**config.mk**
```make
export PLATFORM = sky130hd
export DESIGN_NAME = adc_system_control_registers
export DESIGN_NICKNAME = d
export VERILOG_FILES = /design/src/hdl/sysctl_pkg.sv /design/src/hdl/monitor_if.sv /design/src/hdl/monitor_decode.sv /design/src/hdl/adc_system_control_registers.sv
export SDC_FILE = /design/constraint.sdc
export NUM_CORES = 1
export LEC_CHECK = 0
export BUFFER_PORTS_ARGS = -buffer_cell sky130_fd_sc_hd__buf_2
export CAP_MARGIN = 20
export CORE_MARGIN = 2
export CORE_UTILIZATION = 44
export CTS_CLUSTER_SIZE = 16
export DETAILED_ROUTE_END_ITERATION = 10
export HOLD_SLACK_MARGIN = 0.06
export PLACE_DENSITY_LB_ADDON = 0.1
export SYNTH_ARGS = -nofsm -noshare
export SYNTH_HDL_FRONTEND = slang
export SYNTH_SLANG_ARGS = --single-unit
```
**constraint.sdc**
```tcl
create_clock -name clk -period 2.5 [get_ports clk]
set_input_delay 0.375 -clock clk [delete_from_list [all_inputs] [get_ports clk]]
set_output_delay 0.375 -clock clk [all_outputs]
set_load 0.01 [all_outputs]
```
**src/hdl/sysctl_pkg.sv**
```systemverilog
`default_nettype none

package sysctl_pkg;

    // ************************************************************
    // Bus geometry
    // ************************************************************
    localparam int          DATA_W          = 32;
    localparam int          REG_W           = 8;
    localparam int          IDX_W           = 6;
    localparam logic [1:0]  HTRANS_IDLE     = 2'h0;
    localparam logic [1:0]  HTRANS_NONSEQ   = 2'h2;
    localparam logic [2:0]  HSIZE_WORD      = 3'h2;
    localparam logic        HRESP_OKAY      = 1'h0;

    // ************************************************************
    // Register indices; the byte address is four times the index
    // ************************************************************
    localparam logic [IDX_W-1:0] IDX_SYSTEM_CONTROL  = 6'h09;
    localparam logic [IDX_W-1:0] IDX_RESERVED_SLOT   = 6'h0A;
    localparam logic [IDX_W-1:0] IDX_OFFSET_LOW      = 6'h0B;
    localparam logic [IDX_W-1:0] IDX_OFFSET_HIGH     = 6'h0C;
    localparam logic [IDX_W-1:0] IDX_MONITOR_STATUS  = 6'h1F;

    // ************************************************************
    // Reset values
    // ************************************************************
    localparam logic [REG_W-1:0] RST_SYSTEM_CONTROL  = 8'h10;
    localparam logic [REG_W-1:0] RST_RESERVED_SLOT   = 8'h00;
    localparam logic [REG_W-1:0] RST_OFFSET_LOW      = 8'h00;
    localparam logic [REG_W-1:0] RST_OFFSET_HIGH     = 8'h00;

    // ************************************************************
    // System control field layout
    // ************************************************************
    localparam int          MON_MSB         = 7;
    localparam int          MON_LSB         = 5;
    localparam int          CAL_MSB         = 4;
    localparam int          CAL_LSB         = 3;
    localparam int          TIMEOUT_BIT     = 2;

    // ************************************************************
    // Encodings
    // ************************************************************
    typedef enum logic [2:0] {
        MON_OFF         = 3'h0,
        MON_MIDPOINT    = 3'h1,
        MON_TEMP        = 3'h2,
        MON_AVDD_QUARTER = 3'h3,
        MON_DVDD_QUARTER = 3'h4,
        MON_BURNOUT_LOW = 3'h5,
        MON_BURNOUT_MID = 3'h6,
        MON_BURNOUT_HIGH = 3'h7
    } monitor_select_t;

    typedef enum logic [1:0] {
        BURNOUT_0U2     = 2'h0,
        BURNOUT_1U      = 2'h1,
        BURNOUT_10U     = 2'h2
    } burnout_level_t;

    localparam logic [2:0]  GAIN_UNITY      = 3'h0;
    localparam logic [2:0]  GAIN_FOUR       = 3'h2;
    localparam logic [1:0]  AMP_ENABLED     = 2'h1;
    localparam logic [4:0]  CAL_SAMPLES_1   = 5'h01;
    localparam logic [4:0]  CAL_SAMPLES_4   = 5'h04;
    localparam logic [4:0]  CAL_SAMPLES_8   = 5'h08;
    localparam logic [4:0]  CAL_SAMPLES_16  = 5'h10;

    // Status register bit positions.
    localparam int          ST_GAIN_MSB     = 2;
    localparam int          ST_MUX_OPEN     = 3;
    localparam int          ST_AMP_FAULT    = 4;
    localparam int          ST_GAIN_HIGH    = 5;
    localparam int          ST_SUPPLY       = 6;

endpackage : sysctl_pkg

`default_nettype wire

```
**src/hdl/monitor_if.sv**
```systemverilog
`default_nettype none

interface monitor_if;
    import sysctl_pkg::*;

    monitor_select_t    monitor_select;
    logic [1:0]         cal_code;
    logic [2:0]         programmed_gain;
    logic [1:0]         amp_enable_field;

    logic [2:0]         effective_gain;
    logic               amp_inputs_to_midpoint;
    logic               temp_sensor_select;
    logic               avdd_quarter_select;
    logic               dvdd_quarter_select;
    logic               burnout_enable;
    burnout_level_t     burnout_level;
    logic               input_mux_open;
    logic [4:0]         cal_average_count;
    logic               temp_amp_fault;
    logic               temp_gain_high;
    logic               supply_monitor_active;

    modport regs (
        output monitor_select, cal_code, programmed_gain, amp_enable_field,
        input  effective_gain, amp_inputs_to_midpoint, temp_sensor_select, avdd_quarter_select,
        input  dvdd_quarter_select, burnout_enable, burnout_level, input_mux_open,
        input  cal_average_count, temp_amp_fault, temp_gain_high, supply_monitor_active
    );

    modport decode (
        input  monitor_select, cal_code, programmed_gain, amp_enable_field,
        output effective_gain, amp_inputs_to_midpoint, temp_sensor_select, avdd_quarter_select,
        output dvdd_quarter_select, burnout_enable, burnout_level, input_mux_open,
        output cal_average_count, temp_amp_fault, temp_gain_high, supply_monitor_active
    );

endinterface : monitor_if

`default_nettype wire

```
**src/hdl/monitor_decode.sv**
```systemverilog
`default_nettype none

module monitor_decode (
    input  wire logic   clk,
    input  wire logic   sys_rst,
    monitor_if.decode   mon
);
    import sysctl_pkg::*;

    // ************************************************************
    // Calibration sample count
    // ************************************************************
    function automatic logic [4:0] cal_samples(input logic [1:0] code);
        case (code)
            2'h0:    cal_samples = CAL_SAMPLES_1;
            2'h1:    cal_samples = CAL_SAMPLES_4;
            2'h2:    cal_samples = CAL_SAMPLES_8;
            default: cal_samples = CAL_SAMPLES_16;
        endcase
    endfunction : cal_samples

    wire logic is_mid     = (mon.monitor_select == MON_MIDPOINT);
    wire logic is_temp    = (mon.monitor_select == MON_TEMP);
    wire logic is_avdd    = (mon.monitor_select == MON_AVDD_QUARTER);
    wire logic is_dvdd    = (mon.monitor_select == MON_DVDD_QUARTER);
    wire logic is_supply  = is_avdd | is_dvdd;
    wire logic is_burnout = (mon.monitor_select == MON_BURNOUT_LOW) | (mon.monitor_select == MON_BURNOUT_MID)
                          | (mon.monitor_select == MON_BURNOUT_HIGH);

    // Supply monitors override the gain field; other modes keep it.
    wire logic [2:0] next_gain = is_supply ? GAIN_UNITY : mon.programmed_gain;  // [RULE_04] [RULE_05]

    wire burnout_level_t next_level = (mon.monitor_select == MON_BURNOUT_HIGH) ? BURNOUT_10U :
                                      (mon.monitor_select == MON_BURNOUT_MID)  ? BURNOUT_1U  :
                                                                                 BURNOUT_0U2;  // [RULE_06]

    // ************************************************************
    // Registered analog controls
    // ************************************************************
    always_ff @(posedge clk) begin
        if (sys_rst) begin
            mon.effective_gain         <= GAIN_UNITY;
            mon.amp_inputs_to_midpoint <= 1'b0;
            mon.temp_sensor_select     <= 1'b0;
            mon.avdd_quarter_select    <= 1'b0;
            mon.dvdd_quarter_select    <= 1'b0;
            mon.burnout_enable         <= 1'b0;
            mon.burnout_level          <= BURNOUT_0U2;
            mon.input_mux_open         <= 1'b0;
            mon.cal_average_count      <= CAL_SAMPLES_8;
            mon.temp_amp_fault         <= 1'b0;
            mon.temp_gain_high         <= 1'b0;
            mon.supply_monitor_active  <= 1'b0;
        end else begin
            mon.effective_gain         <= next_gain;
            mon.amp_inputs_to_midpoint <= is_mid;                                 // [RULE_02]
            mon.temp_sensor_select     <= is_temp;                                // [RULE_03]
            mon.avdd_quarter_select    <= is_avdd;                                // [RULE_04]
            mon.dvdd_quarter_select    <= is_dvdd;                                // [RULE_04]
            mon.burnout_enable         <= is_burnout;                             // [RULE_06]
            mon.burnout_level          <= next_level;
            mon.input_mux_open         <= is_mid | is_temp | is_supply;           // [RULE_07]
            mon.cal_average_count      <= cal_samples(mon.cal_code);              // [RULE_09]
            mon.temp_amp_fault         <= is_temp & (mon.amp_enable_field != AMP_ENABLED);  // [RULE_03]
            mon.temp_gain_high         <= is_temp & (mon.programmed_gain > GAIN_FOUR);      // [RULE_08]
            mon.supply_monitor_active  <= is_supply;
        end
    end

endmodule : monitor_decode

`default_nettype wire

```
**src/hdl/adc_system_control_registers.sv**
```systemverilog
//
// Overview of operation
// RULE_01: Monitor select lives in bits 7:5; zero disables monitoring and is default.
// RULE_02: Select 001 shorts amplifier inputs to midpoint, disconnects mux, keeps gain.
// RULE_03: Select 010 routes temperature sensor; amplifier must be enabled, gain kept.
// RULE_04: Select 011 measures quarter analog supply, 100 quarter digital supply, unity gain.
// RULE_05: Any supply monitor mode forces amplifier gain to unity regardless of field.
// RULE_06: Selects 101, 110, 111 enable burn-out sources at 0.2, 1, 10 uA.
// RULE_07: Midpoint, temperature and supply modes open every analog input switch.
// RULE_08: Host keeps gain at four or below while measuring temperature.
// RULE_09: Bits 4:3 choose calibration averaging of 1, 4, 8 or 16 samples.
// RULE_10: Bit 2 enables serial timeout; clear after reset.
// RULE_11: System control register sits at index 09 with reset value 10.
// RULE_12: Index 0A is reserved, read-only, reads 00.
// RULE_13: Index 0B holds low offset correction byte, read-write, resets to 00.
// RULE_14: Index 0C holds high offset byte, forming a 16-bit value with low.
// RULE_15: Host writes zeros to reserved control bits 1:0 and index 0A.
//
// Our own choice: the AHB-Lite slave port.
`default_nettype none

module adc_system_control_registers #(
    parameter int ADDR_W = 8
) (
    input  wire logic                           clk,
    input  wire logic                           sys_rst,
    input  wire logic                           hsel,
    input  wire logic [ADDR_W-1:0]              haddr,
    input  wire logic [1:0]                     htrans,
    input  wire logic                           hwrite,
    input  wire logic [2:0]                     hsize,
    input  wire logic [sysctl_pkg::DATA_W-1:0]  hwdata,
    input  wire logic                           hready,
    output logic      [sysctl_pkg::DATA_W-1:0]  hrdata,
    output logic                                hreadyout,
    output logic                                hresp,
    input  wire logic [2:0]                     programmed_gain,
    input  wire logic [1:0]                     amp_enable_field,
    output logic      [2:0]                     effective_gain,
    output logic                                amp_inputs_to_midpoint,
    output logic                                temp_sensor_select,
    output logic                                avdd_quarter_select,
    output logic                                dvdd_quarter_select,
    output logic                                burnout_enable,
    output logic      [1:0]                     burnout_level,
    output logic                                input_mux_open,
    output logic      [4:0]                     cal_average_count,
    output logic                                serial_timeout_enable,
    output logic      [15:0]                    offset_correction_value
);
    import sysctl_pkg::*;

    // ************************************************************
    // Elaboration checks
    // ************************************************************
    // The word index needs IDX_W + 2 address bits.
    if (ADDR_W < IDX_W + 2) begin : g_addr_check
        $error("ADDR_W too small for the register map");
    end

    // ************************************************************
    // Storage
    // ************************************************************
    logic [REG_W-1:0]   system_control;
    logic [REG_W-1:0]   offset_correction_low;
    logic [REG_W-1:0]   offset_correction_high;
    logic               wr_pending;
    logic [IDX_W-1:0]   wr_index;

    monitor_if mon ();

    // ************************************************************
    // Address phase decode
    // ************************************************************
    // Only whole words are written; address bits 1:0 select no lane.
    wire logic             addr_phase  = hsel & hready & (htrans == HTRANS_NONSEQ);
    wire logic             word_access = (hsize == HSIZE_WORD);
    wire logic [IDX_W-1:0] addr_index  = haddr[IDX_W+1:2];
    wire logic             upper_zero  = (haddr >> (IDX_W + 2)) == '0;
    wire logic             take_write  = addr_phase & hwrite & word_access & upper_zero;
    wire logic             take_read   = addr_phase & ~hwrite & upper_zero;

    // ************************************************************
    // Data phase write strobes
    // ************************************************************
    wire logic [REG_W-1:0] wr_byte = hwdata[REG_W-1:0];
    wire logic wr_sys  = wr_pending & (wr_index == IDX_SYSTEM_CONTROL);   // [RULE_11]
    wire logic wr_low  = wr_pending & (wr_index == IDX_OFFSET_LOW);       // [RULE_13]
    wire logic wr_high = wr_pending & (wr_index == IDX_OFFSET_HIGH);      // [RULE_14]

    // Reserved slot and status writes have no strobe and are dropped.
    wire logic [REG_W-1:0] next_system_control = wr_sys  ? wr_byte : system_control;
    wire logic [REG_W-1:0] next_offset_low     = wr_low  ? wr_byte : offset_correction_low;
    wire logic [REG_W-1:0] next_offset_high    = wr_high ? wr_byte : offset_correction_high;

    // ************************************************************
    // Read mux
    // ************************************************************
    // Read the next_ values so a read right after a write sees the new byte.
    wire logic [REG_W-1:0] status_word = {1'b0,
                                          mon.supply_monitor_active,
                                          mon.temp_gain_high,
                                          mon.temp_amp_fault,
                                          mon.input_mux_open,
                                          mon.effective_gain};
    wire logic [REG_W-1:0] read_byte =
        (addr_index == IDX_SYSTEM_CONTROL) ? next_system_control :
        (addr_index == IDX_RESERVED_SLOT)  ? RST_RESERVED_SLOT   :   // [RULE_12]
        (addr_index == IDX_OFFSET_LOW)     ? next_offset_low     :
        (addr_index == IDX_OFFSET_HIGH)    ? next_offset_high    :
        (addr_index == IDX_MONITOR_STATUS) ? status_word         :
                                             '0;
    wire logic [DATA_W-1:0] next_hrdata = take_read ? {{(DATA_W-REG_W){1'b0}}, read_byte} : '0;

    // ************************************************************
    // Bus sequencing
    // ************************************************************
    always_ff @(posedge clk) begin
        if (sys_rst) begin
            wr_pending <= 1'b0;
            wr_index   <= '0;
            hrdata     <= '0;
        end else begin
            wr_pending <= take_write;
            wr_index   <= addr_index;
            hrdata     <= next_hrdata;
        end
    end

    // The slave never stalls and never errors.
    assign hreadyout = 1'b1;
    assign hresp     = HRESP_OKAY;

    // ************************************************************
    // Register file
    // ************************************************************
    always_ff @(posedge clk) begin
        if (sys_rst) begin
            system_control         <= RST_SYSTEM_CONTROL;   // [RULE_01] [RULE_10] [RULE_11]
            offset_correction_low  <= RST_OFFSET_LOW;       // [RULE_13]
            offset_correction_high <= RST_OFFSET_HIGH;      // [RULE_14]
        end else begin
            system_control         <= next_system_control;
            offset_correction_low  <= next_offset_low;
            offset_correction_high <= next_offset_high;
        end
    end

    // ************************************************************
    // Monitor decode
    // ************************************************************
    assign mon.monitor_select   = monitor_select_t'(system_control[MON_MSB:MON_LSB]);  // [RULE_01]
    assign mon.cal_code         = system_control[CAL_MSB:CAL_LSB];                     // [RULE_09]
    assign mon.programmed_gain  = programmed_gain;
    assign mon.amp_enable_field = amp_enable_field;

    monitor_decode u_decode (
        .clk     (clk),
        .sys_rst (sys_rst),
        .mon     (mon.decode)
    );

    assign effective_gain         = mon.effective_gain;
    assign amp_inputs_to_midpoint = mon.amp_inputs_to_midpoint;
    assign temp_sensor_select     = mon.temp_sensor_select;
    assign avdd_quarter_select    = mon.avdd_quarter_select;
    assign dvdd_quarter_select    = mon.dvdd_quarter_select;
    assign burnout_enable         = mon.burnout_enable;
    assign burnout_level          = mon.burnout_level;
    assign input_mux_open         = mon.input_mux_open;
    assign cal_average_count      = mon.cal_average_count;

    // ************************************************************
    // Direct register outputs
    // ************************************************************
    assign serial_timeout_enable   = system_control[TIMEOUT_BIT];                       // [RULE_10]
    assign offset_correction_value = {offset_correction_high, offset_correction_low};   // [RULE_14]

endmodule : adc_system_control_registers

`default_nettype wire

```
[Word-level counts from Yosys, hierarchy flattened]
Cells that the tools add are included.
Word-level totals
  bits in registers: 82
  logic and storage cells: 73
  output and inout port bits: 67
  input bits: 55
Cells by class
  eq/ne operators: 20
  reduce and logical (&&, ||, !) cells: 4
  bitwise gates (word level): 17
  mux-type cells: 11
  magnitude comparators: 1
Operators by type and width (count)
  2-to-1 mux 8 bit: 7
  equality test 6 x 4 -> 1 bit (second input constant): 7
  one-hot mux 5 bit (3 select lines): 1
  equality test 3 bit (second input constant): 4
  bitwise AND 1 bit: 10
  equality test 3 x 2 -> 1 bit (second input constant): 3
  2-to-1 mux 7 bit: 1
  equality test 6 x 5 -> 1 bit (second input constant): 1
  OR reduction 2 bit: 3
  bitwise OR 1 bit: 5
  equality test 2 bit (second input constant): 2
  equality test 3 x 1 -> 1 bit (second input constant): 1
  greater-than comparator 3 x 2 -> 1 bit (second input constant): 1
  equality test 2 x 1 -> 1 bit (second input constant): 1
  zero test 2 bit: 1
  2-to-1 mux 2 bit: 1
  != test 2 x 1 -> 1 bit (second input constant): 1
  inverter 1 bit: 2
  2-to-1 mux 1 bit: 1

[Depth between registers and ports, before layout]
  depth after elaboration: 7
  gate-level depth with buffers: 7
  depth with buffers taken out: 5

[By module]
A second synthesis with hierarchy kept.
Second synthesis, totals
  cell total of the unflattened synthesis: 265
  area, all modules: 2603.7 um^2
By module, submodules not included
  adc_system_control_registers: cells an instance 211, area an instance 2014.4 um^2, seq. area each 780.7 um^2, times used 1
  monitor_decode: cells an instance 54, area an instance 589.3 um^2, seq. area each 360.3 um^2, times used 1

[Worst setup path after synthesis]
Ideal clock, no wire load.
  path type: flip-flop to flip-flop
  start point: register wr_index[4]
  end point: register hrdata[1] (netlist name)
  path slack: 0.760 ns
  buffers on the path: 1
  library setup time: 0.136 ns
  cell stages (with the launch flop): 7
  clock period less this slack: 1.740 ns
  data arrival time: 1.604 ns
  required time: 2.364 ns
  cells stage by stage: dfxtp_1 > nand4bb_4 > or4b_4 > buf_6 > mux2i_1 > a2bb2oi_1 > o221ai_1
Between the ends
  cells in the longest elaborated chain, start to end: 7
  elaborated cells between the ends (all ways): 13
  those cells by class: eq/ne: 3; mux: 7; bitwise: 3
Ends and longest elaborated chain
  start, declared: RTL line adc_system_control_registers.sv:68  | logic [IDX_W-1:0] wr_index;
  start signal, assigned: RTL line adc_system_control_registers.sv:125  | wr_index <= addr_index;
  equality test 6 x 4 -> 1 bit: RTL line adc_system_control_registers.sv:89  | wire logic wr_high = wr_pending & (wr_index == IDX_OFFSET_HIGH);
  bitwise AND 1 bit: RTL line adc_system_control_registers.sv:89
  2-to-1 mux 8 bit: RTL line adc_system_control_registers.sv:94  | wire logic [REG_W-1:0] next_offset_high = wr_high ? wr_byte : offset_correction_high;
  2-to-1 mux 8 bit: RTL line adc_system_control_registers.sv:110  | (addr_index == IDX_OFFSET_HIGH) ? next_offset_high :
  2-to-1 mux 8 bit: RTL line adc_system_control_registers.sv:109  | (addr_index == IDX_OFFSET_LOW) ? next_offset_low :
  2-to-1 mux 8 bit: RTL line adc_system_control_registers.sv:108  | (addr_index == IDX_RESERVED_SLOT) ? RST_RESERVED_SLOT :
  2-to-1 mux 8 bit (*): RTL line adc_system_control_registers.sv:107  | (addr_index == IDX_SYSTEM_CONTROL) ? next_system_control :
  end signal, assigned: RTL line adc_system_control_registers.sv:126  | hrdata <= next_hrdata;
  end, declared: RTL line adc_system_control_registers.sv:34  | output logic [sysctl_pkg::DATA_W-1:0] hrdata,
Every way passes the cells marked *; elsewhere a longest branch is shown, timed or not.
A chain may end at the register's enable or synchronous reset.

[Worst setup path in the final report]
  start point: register wr_index[4]
  end point: register hrdata[2] (netlist name)
The elaborated chain is that of the path after synthesis.

==> results.sh <==
export IMPL_fmax_ghz=0.5222
export IMPL_syn_to_final_growth_pct=23.23
export IMPL_hpwl_um=3289
export IMPL_synthCells=224
export IMPL_cts_resized=0
export IMPL_port_buffers=68
export IMPL_seqPwrFrac_pct=46.7
export IMPL_grt_max_degree=24
export IMPL_tightest_slew_ps=518.7
export IMPL_p_int_mw=1.559
export IMPL_yosysWarnings=0
export IMPL_relSlewSlack_pct=65.42
export IMPL_synth_edf_count=0
export IMPL_antenna_found_initial=0
export IMPL_grt_overflow=0
export IMPL_io_pins=122
export IMPL_switching_share_pct=20.97
export IMPL_ir_drop_v=0.0003528
export IMPL_synth_main_ff_cell="dfxtp_1"
export IMPL_drive_gt1_share_pct=31.67
export IMPL_grt_pass1_vias=1548
export IMPL_drt_total_wl_um=4590
export IMPL_yosys_register_bits=57
export IMPL_drt_iter0_drc=76
export IMPL_die_w_um=75.96
export IMPL_slew_violations=0
export IMPL_crit_path_end_kind="register"
export IMPL_worstPathRequired_ps=2690
export IMPL_cts_root_buf="clkbuf_8"
export IMPL_netlist_area_sq_um=2278
export IMPL_yosysSeqAreaShare_pct=50.08
export IMPL_clk_latency_ps=330
export IMPL_fin_crit_sh_pct=76.60
export IMPL_fp_row_count=26
export IMPL_clock_sinks=57
export IMPL_setup_violations=0
export IMPL_holdBufCountCts=0
export IMPL_skew_ps=6.104
export IMPL_syn_avg_cell_area_sq_um=10.17
export IMPL_tritoncts="yes"
export IMPL_grt_setup_unrepaired="false"
export IMPL_power_switching_mw=0.4135
export IMPL_wl_per_cell_um=12.41
export IMPL_via_per_inst=4.554
export IMPL_clkPwrFrac_pct=49.1
export IMPL_crit_fanout=8
export IMPL_track_usage_pct=16.86
export IMPL_outcome="finished, final reports clean"
export IMPL_ant_nets=0
export IMPL_grt_pass1_wl_um=7479
export IMPL_ys_types=41
export IMPL_clk_path_buf_depth=2
export IMPL_hold_slack_ps=251.1
export IMPL_vias=1685
export IMPL_fin_tns_setup_ps=0
export IMPL_hold_viol=0
export IMPL_gp_congestion=0.7309
export IMPL_post_cts_buffers=0
export IMPL_cts_clk_slew_worst_paths_ps=70
export IMPL_core_sq_um=5042
export IMPL_comb_power_share_pct=4.2
export IMPL_drc_errors=0
export IMPL_async_flop_share_pct=0
export IMPL_hold_path_class="primary input to register"
export IMPL_htreeDepth=3
export IMPL_maxCapViolCount=0
export IMPL_p_leak_nw=1.384
export IMPL_cp_arrival_ps=2110
export IMPL_die_height_um=75.96
export IMPL_die_area_sq_um=5770
export IMPL_initial_core_util_pct=45.19
export IMPL_cp_start_kind="register"
export IMPL_cts_buffers=9
export IMPL_first_pass_iters=4
export IMPL_powerDensity_nw_per_um2=702.4
export IMPL_antennaDiodeCount=0
export IMPL_crit_type="register to register"
export IMPL_fin_crit_ps=1915
export IMPL_nFillCells=483
export IMPL_nNetsFinal=350
[Yosys cell counts (all sizes together) (4+ instances only)]
| cell | instances | area, sq um |
|---|---|---|
| o221ai | 6 | 52.55 |
| buf | 31 | 225.2 |
| inv | 4 | 15.01 |
| nor3 | 5 | 36.29 |
| mux2i | 23 | 230.2 |
| nor2 | 31 | 116.4 |
| nand2 | 7 | 26.28 |
| a2bb2oi | 6 | 52.55 |
| dfxtp | 57 | 1141 |
| nor2b | 8 | 50.05 |
| and2 | 4 | 25.02 |
| clkbuf | 5 | 18.77 |
[worst max-delay path: stages, from the launching register on]
cell,delay (ps)
dfxtp_1,300
nand4bb_4,240
or4b_1,800
mux2i_1,290
o221ai_1,150
[layer usage]
metal	up-vias	part of all wire (%)	global-route usage (%)
li1	861	-	-
met1	750	44	21.36
met2	68	47	25.62
met3	6	7.1	6.786
met4	0	1.7	6.909
met5	-	0	0
[cells in the final DEF (no fill, tap or decap), drive strengths merged, types with 3 or more instances in the layout]
| master | Yosys | final |
|---|---|---|
| a21oi | 3 | 3 |
| a2bb2oi | 6 | 6 |
| and2 | 4 | 4 |
| buf | 31 | 71 |
| clkbuf | 5 | 11 |
| conb | 2 | 27 |
| dfxtp | 57 | 57 |
| inv | 4 | 4 |
| mux2i | 23 | 23 |
| nand2 | 7 | 7 |
| nand2b | 3 | 3 |
| nor2 | 31 | 31 |
| nor2b | 8 | 8 |
| nor3 | 5 | 5 |
| o221ai | 6 | 6 |
| or4b | 3 | 3 |
[per-stage QoR]
stage | cell area (sq um) | instances | utilization (%) | setup slack [ps] | total power, mW
4_1_cts | 2808 | 370 | 55.68 | 570.5 | 1.992
6_report | 2808 | 370 | 55.68 | 584.9 | 1.972
2_1_floorplan | 2372 | 249 | - | 760.3 | 1.017
5_1_grt | 2808 | 370 | 55.68 | 451.4 | 2.051
3_5_place_dp | 2579 | 354 | 51.14 | 562.4 | 1.024
3_3_place_gp | 2579 | 354 | 51.14 | 551.7 | 1.024
[power groups by stage]
stage / sequential, mW / clock [mW] / combinational [mW]
detailed placement: 0.941 / 0 / 0.0829
global placement: 0.941 / 0 / 0.0827
CTS: 0.921 / 0.988 / 0.0832
global route: 0.921 / 1.04 / 0.0927
floorplan: 0.941 / 0 / 0.0755
finish: 0.921 / 0.968 / 0.0836
[flip-flops by register name (all words and copies together), names as in the netlist, 2 cells and up]
| name | count |
|---|---|
| u_decode.mon.cal_average_count | 4 |
| hrdata | 8 |
| u_decode.mon.effective_gain | 3 |
| wr_index | 6 |
| system_control | 8 |
| offset_correction_low | 8 |
| u_decode.mon.burnout_level | 2 |
| offset_correction_high | 8 |
[layout make-up]
cell class                      count  area, sq um  share of cell area (%)
Tap cell                           70        87.58                   3.119
Clock inverter                      5        77.57                   2.763
Clock buffer                       11        151.4                   5.392
Sequential cell                    57         1141                   40.64
Multi-Input combinational cell    152        972.2                   34.63
Timing Repair Buffer               71        362.8                   12.92
Inverter                            4        15.01                  0.5348
[kinds of logic (layout without fill, tap and decap cells)]
group | after synthesis | in the layout | synth area share [%]
and+or+nand+nor | 75 | 75 | 18.84
DFF | 57 | 57 | 50.08
buffers and inverters | 40 | 91 | 11.37
AOI/OAI and AO/OA | 24 | 24 | 8.018
muxes | 24 | 24 | 10.60
other | 2 | 27 | 0.3296
xor gates and xnor gates | 2 | 2 | 0.7689
[path summary, 6_finish.rpt]
kind	from	endpoint	slack [ps]	depth (start not counted)
worst max-delay path	wr_index[4]$_SDFF_PP0_	hrdata[2]$_SDFF_PP0_	580	4
worst min-delay path	amp_enable_field[0]	u_decode.mon.temp_amp_fault$_SDFF_PP0_	250	2
worst max register to register	wr_index[4]$_SDFF_PP0_	hrdata[2]$_SDFF_PP0_	580	4
worst min register to register	u_decode.mon.temp_gain_high$_SDFF_PP0_	hrdata[5]$_SDFF_PP0_	460	2
Power figures use the tool's default switching activity.
